### config.mk
export PLATFORM = sky130hd
export DESIGN_NAME = dtopt_top
export DESIGN_NICKNAME = d
export VERILOG_FILES = /design/src/logic/dtopt_pkg.sv /design/src/logic/dtopt_chan_filter.sv /design/src/logic/dtopt_window_cmp.sv /design/src/logic/dtopt_top.sv
export SDC_FILE = /design/constraint.sdc
export NUM_CORES = 1
export LEC_CHECK = 0
export BUFFER_PORTS_ARGS = -buffer_cell sky130_fd_sc_hd__buf_2
export CORE_MARGIN = 4
export CORE_UTILIZATION = 52
export CTS_CLUSTER_SIZE = 12
export DETAILED_ROUTE_END_ITERATION = 12
export GPL_ROUTABILITY_DRIVEN = 0
export PLACE_DENSITY = 0.75
export SYNTH_ARGS = -nofsm -noshare
export SYNTH_HDL_FRONTEND = slang
export SYNTH_SLANG_ARGS = --single-unit
export TNS_END_PERCENT = 30
### constraint.sdc
create_clock -name pclk -period 2.5 [get_ports pclk]
set_input_delay 0.5 -clock pclk [delete_from_list [all_inputs] [get_ports pclk]]
set_output_delay 0.5 -clock pclk [all_outputs]
set_load 0.05 [all_outputs]
### src/logic/dtopt_pkg.sv
// Constants, register map and types of the detection option control block.
package dtopt_pkg;
   timeunit 1ns;
   timeprecision 100ps;

   // ----------------------------------------
   // Timing
   // ----------------------------------------
   localparam int unsigned CLK_PERIOD_NS = 4;
   localparam int unsigned SAMPLE_MAX_NS = 4720;
   // A longest time rounds down to whole cycles.
   localparam int unsigned FILT_CYC = SAMPLE_MAX_NS / CLK_PERIOD_NS;
   // Raw sampling is shorter; the filter needs the longer carrier-on time.
   localparam int unsigned RAW_CYC = FILT_CYC / 4;
   localparam int CNT_W = 11;
   localparam logic [CNT_W-1:0] FILT_LAST = CNT_W'(FILT_CYC - 1);
   localparam logic [CNT_W-1:0] RAW_LAST = CNT_W'(RAW_CYC - 1);

   // ----------------------------------------
   // Measurement and transmitter
   // ----------------------------------------
   localparam int MEAS_W = 6;
   localparam int ACC_W = 8;
   localparam int FRAC_W = 2;
   localparam int DROP_W = 9;
   localparam logic [DROP_W-1:0] TX_DROP_MV = 9'h190;
   localparam logic [DROP_W-1:0] TX_DROP_NONE = 9'h000;

   // ----------------------------------------
   // Register indices (byte address is four times the index)
   // ----------------------------------------
   localparam int ADDR_W = 12;
   localparam logic [7:0] IDX_OPTIONS = 8'h3A;
   localparam logic [7:0] IDX_QLOWER = 8'h3F;
   localparam logic [7:0] IDX_QUPPER = 8'h40;
   localparam logic [7:0] IDX_ILOWER = 8'h41;
   localparam logic [7:0] IDX_RES_I = 8'h42;
   localparam logic [7:0] IDX_RES_Q = 8'h43;
   localparam logic [7:0] IDX_STATUS = 8'h50;
   localparam logic [7:0] IDX_MASK = 8'h51;
   localparam logic [7:0] IDX_CTRL = 8'h52;

   // ----------------------------------------
   // Fields and reset values
   // ----------------------------------------
   localparam int OPT_TXF = 3;
   localparam int OPT_FLT = 2;
   localparam int OPT_QDR = 1;
   localparam int OPT_IDR = 0;
   localparam logic [7:0] OPT_RESET = 8'h00;
   localparam logic [7:0] BORDER_RESET = 8'h00;
   localparam int RES_IRQCLR = 6;
   localparam int CTRL_START = 0;
   localparam int ST_DET = 0;
   localparam int ST_DONE = 1;
   localparam int ST_W = 2;
   localparam logic [ST_W-1:0] ST_RESET = 2'h0;

   typedef enum logic [2:0] {
      DTOPT_IDLE = 3'b001,
      DTOPT_SAMP = 3'b010,
      DTOPT_EVAL = 3'b100
   } dtopt_state_e;

endpackage

### src/logic/dtopt_chan_filter.sv
// Per-channel sample filter with drift detection over one measurement.
module dtopt_chan_filter (
   input wire logic pclk,
   input wire logic presetn,
   input wire logic clear,
   input wire logic sample_valid,
   input wire logic [dtopt_pkg::MEAS_W-1:0] sample,
   output logic [dtopt_pkg::MEAS_W-1:0] filtered,
   output logic [dtopt_pkg::MEAS_W-1:0] raw_last,
   output logic drift
);
   timeunit 1ns;
   timeprecision 100ps;

   typedef struct packed {
      logic [dtopt_pkg::ACC_W-1:0] acc;
      logic [dtopt_pkg::MEAS_W-1:0] first;
      logic [dtopt_pkg::MEAS_W-1:0] last;
      logic have_first;
      logic drift;
   } dtopt_filt_s;

   dtopt_filt_s q;
   dtopt_filt_s d;

   // ----------------------------------------
   // Filter
   // ----------------------------------------
   // A first-order low pass holds four times the mean; the two extra
   // bits keep rounding from biasing the result low.
   always_comb begin
      d = q;
      if (clear) begin
         d.have_first = 1'b0;
         d.drift = 1'b0;
      end else if (sample_valid) begin
         d.last = sample;
         if (!q.have_first) begin
            d.have_first = 1'b1;
            d.first = sample;
            d.acc = {sample, 2'b00};
         end else begin
            d.drift = q.drift | (sample != q.first);
            d.acc = q.acc - (q.acc >> dtopt_pkg::FRAC_W)
                    + {2'b00, sample};
         end
      end
   end

   always_ff @(posedge pclk or negedge presetn) begin
      if (!presetn) begin
         q <= '0;
      end else begin
         q <= d;
      end
   end

   assign filtered = q.acc[dtopt_pkg::ACC_W-1:dtopt_pkg::FRAC_W];
   assign raw_last = q.last;
   assign drift = q.drift;

endmodule

### src/logic/dtopt_window_cmp.sv
// Window comparator over the in-phase and quadrature measurements.
module dtopt_window_cmp (
   input wire logic [dtopt_pkg::MEAS_W-1:0] meas_i,
   input wire logic [dtopt_pkg::MEAS_W-1:0] meas_q,
   input wire logic [dtopt_pkg::MEAS_W-1:0] inphase_lower_border,
   input wire logic [dtopt_pkg::MEAS_W-1:0] inphase_upper_border,
   input wire logic [dtopt_pkg::MEAS_W-1:0] quad_lower_border,
   input wire logic [dtopt_pkg::MEAS_W-1:0] quad_upper_border,
   output logic outside
);
   timeunit 1ns;
   timeprecision 100ps;

   // A card detunes the antenna, so either border counts as a hit.
   assign outside = (meas_i < inphase_lower_border)
                  | (meas_i > inphase_upper_border)
                  | (meas_q < quad_lower_border)
                  | (meas_q > quad_upper_border);

endmodule

### src/logic/dtopt_top.sv
// Detection option control: APB registers, measurement sequencer, IRQ.
module dtopt_top (
   input wire logic pclk,
   input wire logic presetn,
   input wire logic psel,
   input wire logic penable,
   input wire logic pwrite,
   input wire logic [dtopt_pkg::ADDR_W-1:0] paddr,
   input wire logic [31:0] pwdata,
   output logic [31:0] prdata,
   output logic pready,
   output logic pslverr,
   input wire logic detect_start,
   input wire logic adc_valid,
   input wire logic [dtopt_pkg::MEAS_W-1:0] adc_i,
   input wire logic [dtopt_pkg::MEAS_W-1:0] adc_q,
   output logic carrier_on,
   output logic tx_full_swing,
   output logic [dtopt_pkg::DROP_W-1:0] tx_drop_mv,
   output logic busy,
   output logic irq
);
   timeunit 1ns;
   timeprecision 100ps;

   typedef struct packed {
      dtopt_pkg::dtopt_state_e st;
      logic [dtopt_pkg::CNT_W-1:0] cnt;
      logic run_filt;
      logic [7:0] opt;
      logic [7:0] qlower;
      logic [7:0] qupper;
      logic [7:0] ilower;
      logic irq_clr;
      logic [dtopt_pkg::MEAS_W-1:0] res_i;
      logic [dtopt_pkg::MEAS_W-1:0] res_q;
      logic [dtopt_pkg::ST_W-1:0] status;
      logic [dtopt_pkg::ST_W-1:0] mask;
      logic [31:0] prdata;
   } dtopt_regs_s;

   dtopt_regs_s q;
   dtopt_regs_s d;

   logic [7:0] idx;
   logic aligned;
   logic mapped;
   logic wr;
   logic rd_setup;
   logic start_req;
   logic in_samp;
   logic in_eval;
   logic [dtopt_pkg::CNT_W-1:0] last_cnt;
   logic [1:0] ch_valid;
   logic [1:0][dtopt_pkg::MEAS_W-1:0] ch_sample;
   logic [1:0][dtopt_pkg::MEAS_W-1:0] ch_filt;
   logic [1:0][dtopt_pkg::MEAS_W-1:0] ch_raw;
   logic [1:0] ch_drift;
   logic [dtopt_pkg::MEAS_W-1:0] meas_i;
   logic [dtopt_pkg::MEAS_W-1:0] meas_q;
   logic [dtopt_pkg::MEAS_W-1:0] iupper;
   logic outside;

   // ----------------------------------------
   // Bus decode
   // ----------------------------------------
   assign idx = paddr[9:2];
   assign aligned = (paddr[1:0] == 2'b00) && (paddr[11:10] == 2'b00);
   assign mapped = aligned && (idx == dtopt_pkg::IDX_OPTIONS
      || idx == dtopt_pkg::IDX_QLOWER || idx == dtopt_pkg::IDX_QUPPER
      || idx == dtopt_pkg::IDX_ILOWER || idx == dtopt_pkg::IDX_RES_I
      || idx == dtopt_pkg::IDX_RES_Q || idx == dtopt_pkg::IDX_STATUS
      || idx == dtopt_pkg::IDX_MASK || idx == dtopt_pkg::IDX_CTRL);
   assign wr = psel && penable && pwrite && mapped;
   assign rd_setup = psel && !penable && !pwrite;
   // Read data is registered in the setup phase, so no wait state is needed.
   assign pready = 1'b1;
   assign pslverr = psel && penable && !mapped;

   assign in_samp = (q.st == dtopt_pkg::DTOPT_SAMP);
   assign in_eval = (q.st == dtopt_pkg::DTOPT_EVAL);
   assign start_req = detect_start || (wr && idx == dtopt_pkg::IDX_CTRL
                      && pwdata[dtopt_pkg::CTRL_START]);
   // The filter needs the longer carrier-on time; both stay within limit.
   assign last_cnt = q.run_filt ? dtopt_pkg::FILT_LAST
                                : dtopt_pkg::RAW_LAST;

   // ----------------------------------------
   // Channels
   // ----------------------------------------
   assign ch_sample[0] = adc_i;
   assign ch_sample[1] = adc_q;

   for (genvar c = 0; c < 2; c++) begin : g_chan
      assign ch_valid[c] = adc_valid && in_samp;
      dtopt_chan_filter u_filt (
         .pclk(pclk),
         .presetn(presetn),
         .clear(start_req && q.st == dtopt_pkg::DTOPT_IDLE),
         .sample_valid(ch_valid[c]),
         .sample(ch_sample[c]),
         .filtered(ch_filt[c]),
         .raw_last(ch_raw[c]),
         .drift(ch_drift[c])
      );
   end

   assign meas_i = q.run_filt ? ch_filt[0] : ch_raw[0];
   assign meas_q = q.run_filt ? ch_filt[1] : ch_raw[1];
   // The upper in-phase border is scattered over three registers.
   assign iupper = {q.qlower[7:6], q.qupper[7:6], q.ilower[7:6]};

   dtopt_window_cmp u_win (
      .meas_i(meas_i),
      .meas_q(meas_q),
      .inphase_lower_border(q.ilower[5:0]),
      .inphase_upper_border(iupper),
      .quad_lower_border(q.qlower[5:0]),
      .quad_upper_border(q.qupper[5:0]),
      .outside(outside)
   );

   // ----------------------------------------
   // Next state
   // ----------------------------------------
   always_comb begin
      d = q;
      unique case (q.st)
         dtopt_pkg::DTOPT_IDLE: begin
            if (start_req) begin
               d.st = dtopt_pkg::DTOPT_SAMP;
               d.cnt = '0;
               d.irq_clr = 1'b0;
               d.run_filt = q.opt[dtopt_pkg::OPT_FLT];
            end
         end
         dtopt_pkg::DTOPT_SAMP: begin
            d.cnt = q.cnt + 1'b1;
            if (q.cnt == last_cnt) begin
               d.st = dtopt_pkg::DTOPT_EVAL;
            end
         end
         dtopt_pkg::DTOPT_EVAL: begin
            d.st = dtopt_pkg::DTOPT_IDLE;
         end
      endcase

      if (wr) begin
         unique case (idx)
            dtopt_pkg::IDX_OPTIONS: begin
               d.opt[dtopt_pkg::OPT_TXF] = pwdata[dtopt_pkg::OPT_TXF];
               d.opt[dtopt_pkg::OPT_FLT] = pwdata[dtopt_pkg::OPT_FLT];
            end
            dtopt_pkg::IDX_QLOWER: d.qlower = pwdata[7:0];
            dtopt_pkg::IDX_QUPPER: d.qupper = pwdata[7:0];
            dtopt_pkg::IDX_ILOWER: d.ilower = pwdata[7:0];
            dtopt_pkg::IDX_RES_Q: begin
               d.irq_clr = pwdata[dtopt_pkg::RES_IRQCLR];
            end
            dtopt_pkg::IDX_STATUS: begin
               d.status = q.status & ~pwdata[dtopt_pkg::ST_W-1:0];
            end
            dtopt_pkg::IDX_MASK: d.mask = pwdata[dtopt_pkg::ST_W-1:0];
            default: begin
            end
         endcase
      end

      // Sets come after the software clear, so an event never gets lost.
      if (in_eval) begin
         d.res_i = meas_i;
         d.res_q = meas_q;
         d.opt[dtopt_pkg::OPT_QDR] = ch_drift[1];
         d.opt[dtopt_pkg::OPT_IDR] = ch_drift[0];
         d.status[dtopt_pkg::ST_DONE] = 1'b1;
         if (outside && !d.irq_clr) begin
            d.status[dtopt_pkg::ST_DET] = 1'b1;
         end
      end

      if (rd_setup) begin
         d.prdata = '0;
         if (aligned) begin
            unique case (idx)
               dtopt_pkg::IDX_OPTIONS: d.prdata[7:0] = {4'h0, q.opt[3:0]};
               dtopt_pkg::IDX_QLOWER: d.prdata[7:0] = q.qlower;
               dtopt_pkg::IDX_QUPPER: d.prdata[7:0] = q.qupper;
               dtopt_pkg::IDX_ILOWER: d.prdata[7:0] = q.ilower;
               dtopt_pkg::IDX_RES_I: d.prdata[7:0] = {2'b00, q.res_i};
               dtopt_pkg::IDX_RES_Q: begin
                  d.prdata[7:0] = {1'b0, q.irq_clr, q.res_q};
               end
               dtopt_pkg::IDX_STATUS: begin
                  d.prdata[dtopt_pkg::ST_W-1:0] = q.status;
               end
               dtopt_pkg::IDX_MASK: d.prdata[dtopt_pkg::ST_W-1:0] = q.mask;
               dtopt_pkg::IDX_CTRL: d.prdata[0] = busy;
               default: begin
               end
            endcase
         end
      end
   end

   always_ff @(posedge pclk or negedge presetn) begin
      if (!presetn) begin
         q.st <= dtopt_pkg::DTOPT_IDLE;
         q.cnt <= '0;
         q.run_filt <= 1'b0;
         q.opt <= dtopt_pkg::OPT_RESET;
         q.qlower <= dtopt_pkg::BORDER_RESET;
         q.qupper <= dtopt_pkg::BORDER_RESET;
         q.ilower <= dtopt_pkg::BORDER_RESET;
         q.irq_clr <= 1'b0;
         q.res_i <= '0;
         q.res_q <= '0;
         q.status <= dtopt_pkg::ST_RESET;
         q.mask <= dtopt_pkg::ST_RESET;
         q.prdata <= '0;
      end else begin
         q <= d;
      end
   end

   // ----------------------------------------
   // Outputs
   // ----------------------------------------
   assign prdata = q.prdata;
   assign busy = !(q.st == dtopt_pkg::DTOPT_IDLE);
   assign carrier_on = in_samp;
   // Full swing buys detection range at the price of supply current.
   assign tx_full_swing = in_samp && q.opt[dtopt_pkg::OPT_TXF];
   assign tx_drop_mv = (in_samp && !q.opt[dtopt_pkg::OPT_TXF])
                       ? dtopt_pkg::TX_DROP_MV
                       : dtopt_pkg::TX_DROP_NONE;
   assign irq = |(q.status & q.mask);

   // ----------------------------------------
   // Checks
   // ----------------------------------------
   logic [dtopt_pkg::CNT_W:0] on_len;

   always_ff @(posedge pclk or negedge presetn) begin
      if (!presetn) begin
         on_len <= '0;
      end else begin
         on_len <= carrier_on ? on_len + 1'b1 : '0;
      end
   end

   property p_full_swing;
      @(posedge pclk) disable iff (!presetn)
      (carrier_on && q.opt[dtopt_pkg::OPT_TXF])
         |-> tx_full_swing && tx_drop_mv == dtopt_pkg::TX_DROP_NONE;
   endproperty
   a_full_swing: assert property (p_full_swing)
      else $error("Full swing not driven during measurement.");

   property p_reduced_swing;
      @(posedge pclk) disable iff (!presetn)
      (carrier_on && !q.opt[dtopt_pkg::OPT_TXF])
         |-> !tx_full_swing && tx_drop_mv == dtopt_pkg::TX_DROP_MV;
   endproperty
   a_reduced_swing: assert property (p_reduced_swing)
      else $error("Reduced transmitter level not applied.");

   property p_filter_long;
      @(posedge pclk) disable iff (!presetn)
      ($fell(carrier_on) && q.run_filt)
         |-> $past(on_len) == (dtopt_pkg::CNT_W+1)'(dtopt_pkg::FILT_CYC - 1);
   endproperty
   a_filter_long: assert property (p_filter_long)
      else $error("Filtered measurement has the wrong length.");

   property p_sample_max;
      @(posedge pclk) disable iff (!presetn)
      carrier_on |-> on_len < dtopt_pkg::FILT_CYC;
   endproperty
   a_sample_max: assert property (p_sample_max)
      else $error("Sampling interval exceeds its maximum.");

   property p_quad_drift;
      @(posedge pclk) disable iff (!presetn)
      in_eval |=> q.opt[dtopt_pkg::OPT_QDR] == $past(ch_drift[1]);
   endproperty
   a_quad_drift: assert property (p_quad_drift)
      else $error("Quadrature drift flag wrong after measurement.");

   property p_inphase_drift;
      @(posedge pclk) disable iff (!presetn)
      in_eval |=> q.opt[dtopt_pkg::OPT_IDR] == $past(ch_drift[0]);
   endproperty
   a_inphase_drift: assert property (p_inphase_drift)
      else $error("In-phase drift flag wrong after measurement.");

   property p_detect_irq;
      @(posedge pclk) disable iff (!presetn)
      (in_eval && outside && !q.irq_clr
         && !(wr && idx == dtopt_pkg::IDX_RES_Q))
         |=> q.status[dtopt_pkg::ST_DET]
             && (irq || !q.mask[dtopt_pkg::ST_DET]);
   endproperty
   a_detect_irq: assert property (p_detect_irq)
      else $error("Out-of-window measurement raised no detection.");

   property p_flags_hold;
      @(posedge pclk) disable iff (!presetn)
      !in_eval |=> $stable(q.opt[dtopt_pkg::OPT_QDR:dtopt_pkg::OPT_IDR]);
   endproperty
   a_flags_hold: assert property (p_flags_hold)
      else $error("Drift flags changed outside measurement end.");

endmodule

# After elaboration in Yosys (flattened, before gate mapping)
# Index checks and enable logic that the tools add are counted.
# classes
n_lt_le_gt_ge	4
n_mux	29
n_addsub	5
bitwise	11
reduce_logical	53
n_eq_ne	17
# ops
op	count
$eq A8 B7 Y1 const B	7
$pmux W6 S6	1
$mux W8	3
$reduce_and A2 Y1	12
$pmux W11 S2	1
$add A8 B6 Y8	2
$eq A8 B6 Y1 const B	2
$sub A8 B6 Y8	2
$logic_and A1 B1 Y1	15
$mux W15	1
$mux W2	7
$gt A6 B6 Y1	2
$lt A6 B6 Y1	2
$mux W6	2
$ne A6 B6 Y1	2
$reduce_bool A2 Y1	6
$add A11 B1 Y11 const B	1
$eq A11 B11 Y1	1
$mux W11	1
$logic_or A1 B1 Y1	9
$mux W9	1
$pmux W1 S9	1
$pmux W3 S3	1
$pmux W1 S8	1
16 further kinds	36
# word_totals
output_inout_bits	47
register_bits	112
elab_cells	144
in_bits	63

# Depth between registers and ports, before layout
# depth
depth_word	22
ltp_mapped	10
depth_no_buf	10

# Modules after synthesis
# From an unflattened synthesis, not the netlist that was laid out.
# hier_totals
cells_unflattened	751
area_unflattened_um2	7438.4
# modules_own_cells
mod	area_each_um2	cells_each	n_inst	seq_area_each_um2
dtopt_top	3861.2	358	1	1702.9
dtopt_chan_filter	1503.9	158	2	550.5
dtopt_window_cmp	569.3	77	1	0.0

# Least setup slack after synthesis
# Ideal clock, no wire load.
# synth_path
path_kind	register -> register
startpoint	reg q[81] in the netlist's numbering
endpoint	reg q[34] in the netlist's numbering
t_arrival_ns	2.356
slack_ns	0.010
stages_incl_launch_ff	10
setup_time_ns	0.134
synth_period_minus_slack_ns	2.490
path_buffers	2
required_time_ns	2.366
cell_sequence	dfrtp_1 -> clkbuf_1 -> buf_1 -> mux2_2 -> ha_1 -> a21o_1 -> a21oi_1 -> a31oi_1 -> nor4_1 -> o32ai_2
# synth_rtl
element	line	source
from (decl)	dtopt_top.sv:42	dtopt_regs_s q;

==> flow_summary_export.csv <==
group,metric,value,unit
outcome,status,"finished with violations",
outcome,violations,"setup timing",
cts,clk_latency,360,ps
layout,fin_area,8250,µm²
synth,syn_inst,749,
routing,drt_first_pass_iters,5,
synth,synth_seq_area_share,38.3,%
routing,m1WireLength,7280,µm
floorplan,ios,110,
sta,rsz0062_at_grt,"yes",
layout,fin_util,61.4,%
power_and_ir_drop,power_density,1160,nW/µm²
synth,yosys-top-cells-count,"110 x dfrtp_1, 88 x nand2_1, 82 x inv_1",
routing,wirelength,17500,µm
global_routing,antenna_found_initial,0,
sta,hold_violations,0,
synth,synth_top_area_cell,"dfrtp_1",
sta,final_max_slew_viol_count,0,
synth,yosys_warnings,0,
sta,setup_slack,-26.3,ps
routing,drc,0,
sta,finalCriticalPeriod,2530,ps
floorplan,die_y,126,µm
setup_path,required,2710,ps
global_routing,grt_pass1_wl,28500,µm
routing,drtAntennaViolNets,0,
power_and_ir_drop,p_leak,4.00,nW
setup_path,crit_path_start_kind,"flip-flop",
global_routing,gr-total-overflow,0,
cts,cts_htree_levels,3,
sta,setup_viol,1,
floorplan,dieArea,15900,µm²
layout,antenna_cells,0,
place,dp_slack,-203,ps
routing,via_count,5745,
sta,slew_headroom,48.8,%
floorplan,chipWidth,126,µm
cts,cts_tree,"done",
layout,drive_gt1_share,25.2,%
synth,synth.cell_area,7260,µm²
sta,fmax,0.396,GHz
place,hpwl,13200,µm
flow_run,cap_viol_max_count,0,
setup_path,max_stage_delay,410,ps
floorplan,core,13500,µm²
synth,yosysMostFrequentCell,"dfrtp_1",
sta,hold_ws,69.5,ps
setup_path,timing.critical_path.arrival,2740,ps
cts,cts_buffer_depth,2,
routing,wl_met2,8760,µm
cts,cts_buffers,9,
synth,synthDominantCellAreaShare,37.9,%
setup_path,cp_max_fo,12,
worst_hold_path,hold_class,"primary input to async pin",
synth,ys_async_sr_fraction,100,%
synth,synth_area_leaders,"dfrtp_1 38%, ha_1 6.7%, mux2_2 5.7%",
routing,wl_per_cell,17.3,µm
place,port_buffers,54,
power_and_ir_drop,vdd_drop_max,0.000823,V
global_routing,grt_use_total,22.2,%
routing,wl_met3,1130,µm
routing,via_per_inst,5.67,
cts,cts_root_buffer,"clkbuf_16",
routing,highest_layer,"met4",
global_routing,grt_max_degree,60,
setup_path,critPathKind,"flip-flop to flip-flop",
layout,syn2layout_area_growth,13.7,%
synth,synth-seq-cells,111,
floorplan,rows,42,
synth,synth_edf_count,0,
routing,drtIter0Drc,390,
setup_path,critical_path.endpoint_type,"flip-flop",
place,placed_cell_area,7880,µm²
sta,clock_skew,9.50,ps
setup_path,crit_slowest_cell,"dfrtp_1",
synth,ys_types,77,
layout,nets,948,
cts,clk_pin_slew,70,ps
sta,worstMarginPinSlew,769,ps
setup_path,path_cells,"buf_12 > mux2_2 > ha_1 > a21o_1 > a21oi_1 > a31oi_1 > nor4_1 > buf_4 > o32ai_2",
sta,finalCritPeriodShare,101,%
synth,syn_area_per_cell,9.69,µm²
cts,cts_sinks,111,
global_routing,grt_pass1_vias,5854,
floorplan,initial_utilization,54.0,%
synth,synthFlopType,"dfrtp_1",
-- layout by cell type (no fill, tap or decap), drive strengths merged, types with 3 or more instances in the layout --
cell     instances
nor2            28
o2bb2ai          3
a22oi            8
a21oi           23
o22ai            5
mux2            54
or3              3
nor3            15
nand3b           3
o2111ai          4
and3             4
xnor2           11
a221oi           6
nor4bb           4
o211ai           4
nand2           88
buf            114
o21bai           5
nor2b            7
nor4             6
clkbuf          10
ha              39
fa              12
mux2i           12
dfrtp          110
nand3           23
a31oi           11
conb            31
a21o             5
nor3b            4
xor2            12
and2             5
inv             83
nand4            4
o21ai           43
-- layout make-up --
class | count | area [µm²]
repair buffers | 114 | 761
clock inverters | 5 | 33.8
well taps | 176 | 220
inverters | 82 | 308
flip-flops and latches | 111 | 2780
fillers | 1113 | 5200
clock buffers | 10 | 229
multi-input cells | 516 | 3920
-- routing by layer --
layer	up-vias	GRT usage, %
met1	2808	27.7
met2	205	38.3
met3	33	5.08
li1	2699	-
met4	0	6.88
met5	-	0
-- worst paths after layout --
kind,from,endpoint,slack (ps),cells past startpoint
max,q[81],q[34],-30,9
min,presetn,q[84],70,1
max reg2reg,q[81],q[34],-30,9
min reg2reg,prdata[6],prdata[6],470,2
max in group asynchronous,presetn,q[93],1710,2
min in group pclk,pwdata[7],iupper[3],380,2
-- where the power goes --
| group | total (W) | switching (W) | internal [W] |
|---|---|---|---|
| logic | 0.00548 | 0.00307 | 0.00240 |
| registers | 0.00280 | 0.000464 | 0.00233 |
| clock network | 0.00133 | 0.000657 | 0.000672 |
| total | 0.00960 | 0.00419 | 0.00541 |
-- repair_timing --
action | 4_1_cts | 5_1_grt
buffers inserted | 0 | 4
hold buffers | 0 | 0
gates resized for setup | 0 | 20
endpoints found under the setup margin | 0 | 8
hold endpoints to repair | 0 | 0
-- worst max-delay path, delay by kind of cell, from the launching register on --
kind / cells / cell delay (ps)
simple gates: 1 / 390
mux: 1 / 380
flops: 1 / 410
compound gates: 4 / 530
fa+ha+maj: 1 / 310
buf+inv: 2 / 350
-- cells by family (layout without fill, tap and decap cells) --
kind of cell    Yosys count  in the layout  synth area share [%]
simple gates            205            205                  14.5
compound gates          138            138                  12.9
flops                   111            111                  38.3
xor+xnor                 23             23                  2.78
buf+inv                 151            211                  10.4
fa+ha+maj                51             51                  10.0
mux                      68             68                  11.1
other cells               2             31                 0.103
-- metrics by stage --
| step | setup TNS (ps) | power, W | instances |
|---|---|---|---|
| 6_report | -26.3 | 0.00960 | 1014 |
| 5_1_grt | -197 | 0.0104 | 1014 |
| 4_1_cts | 0 | 0.00936 | 1010 |
| 3_5_place_dp | -1690 | 0.00796 | 995 |
| 3_3_place_gp | -831 | 0.00763 | 995 |
| 2_1_floorplan | 0 | 0.00648 | 778 |
-- sequential cells by signal, summed over array words and instances, names as in the netlist --
register                count
q                          54
iupper                      6
g_chan.u_filt.q            17
prdata                      8
g_chan.u_filt.raw_last     12
g_chan.u_filt.filtered     12
g_chan.u_filt.drift         2
Note: power is estimated with default switching activity, not from simulation.
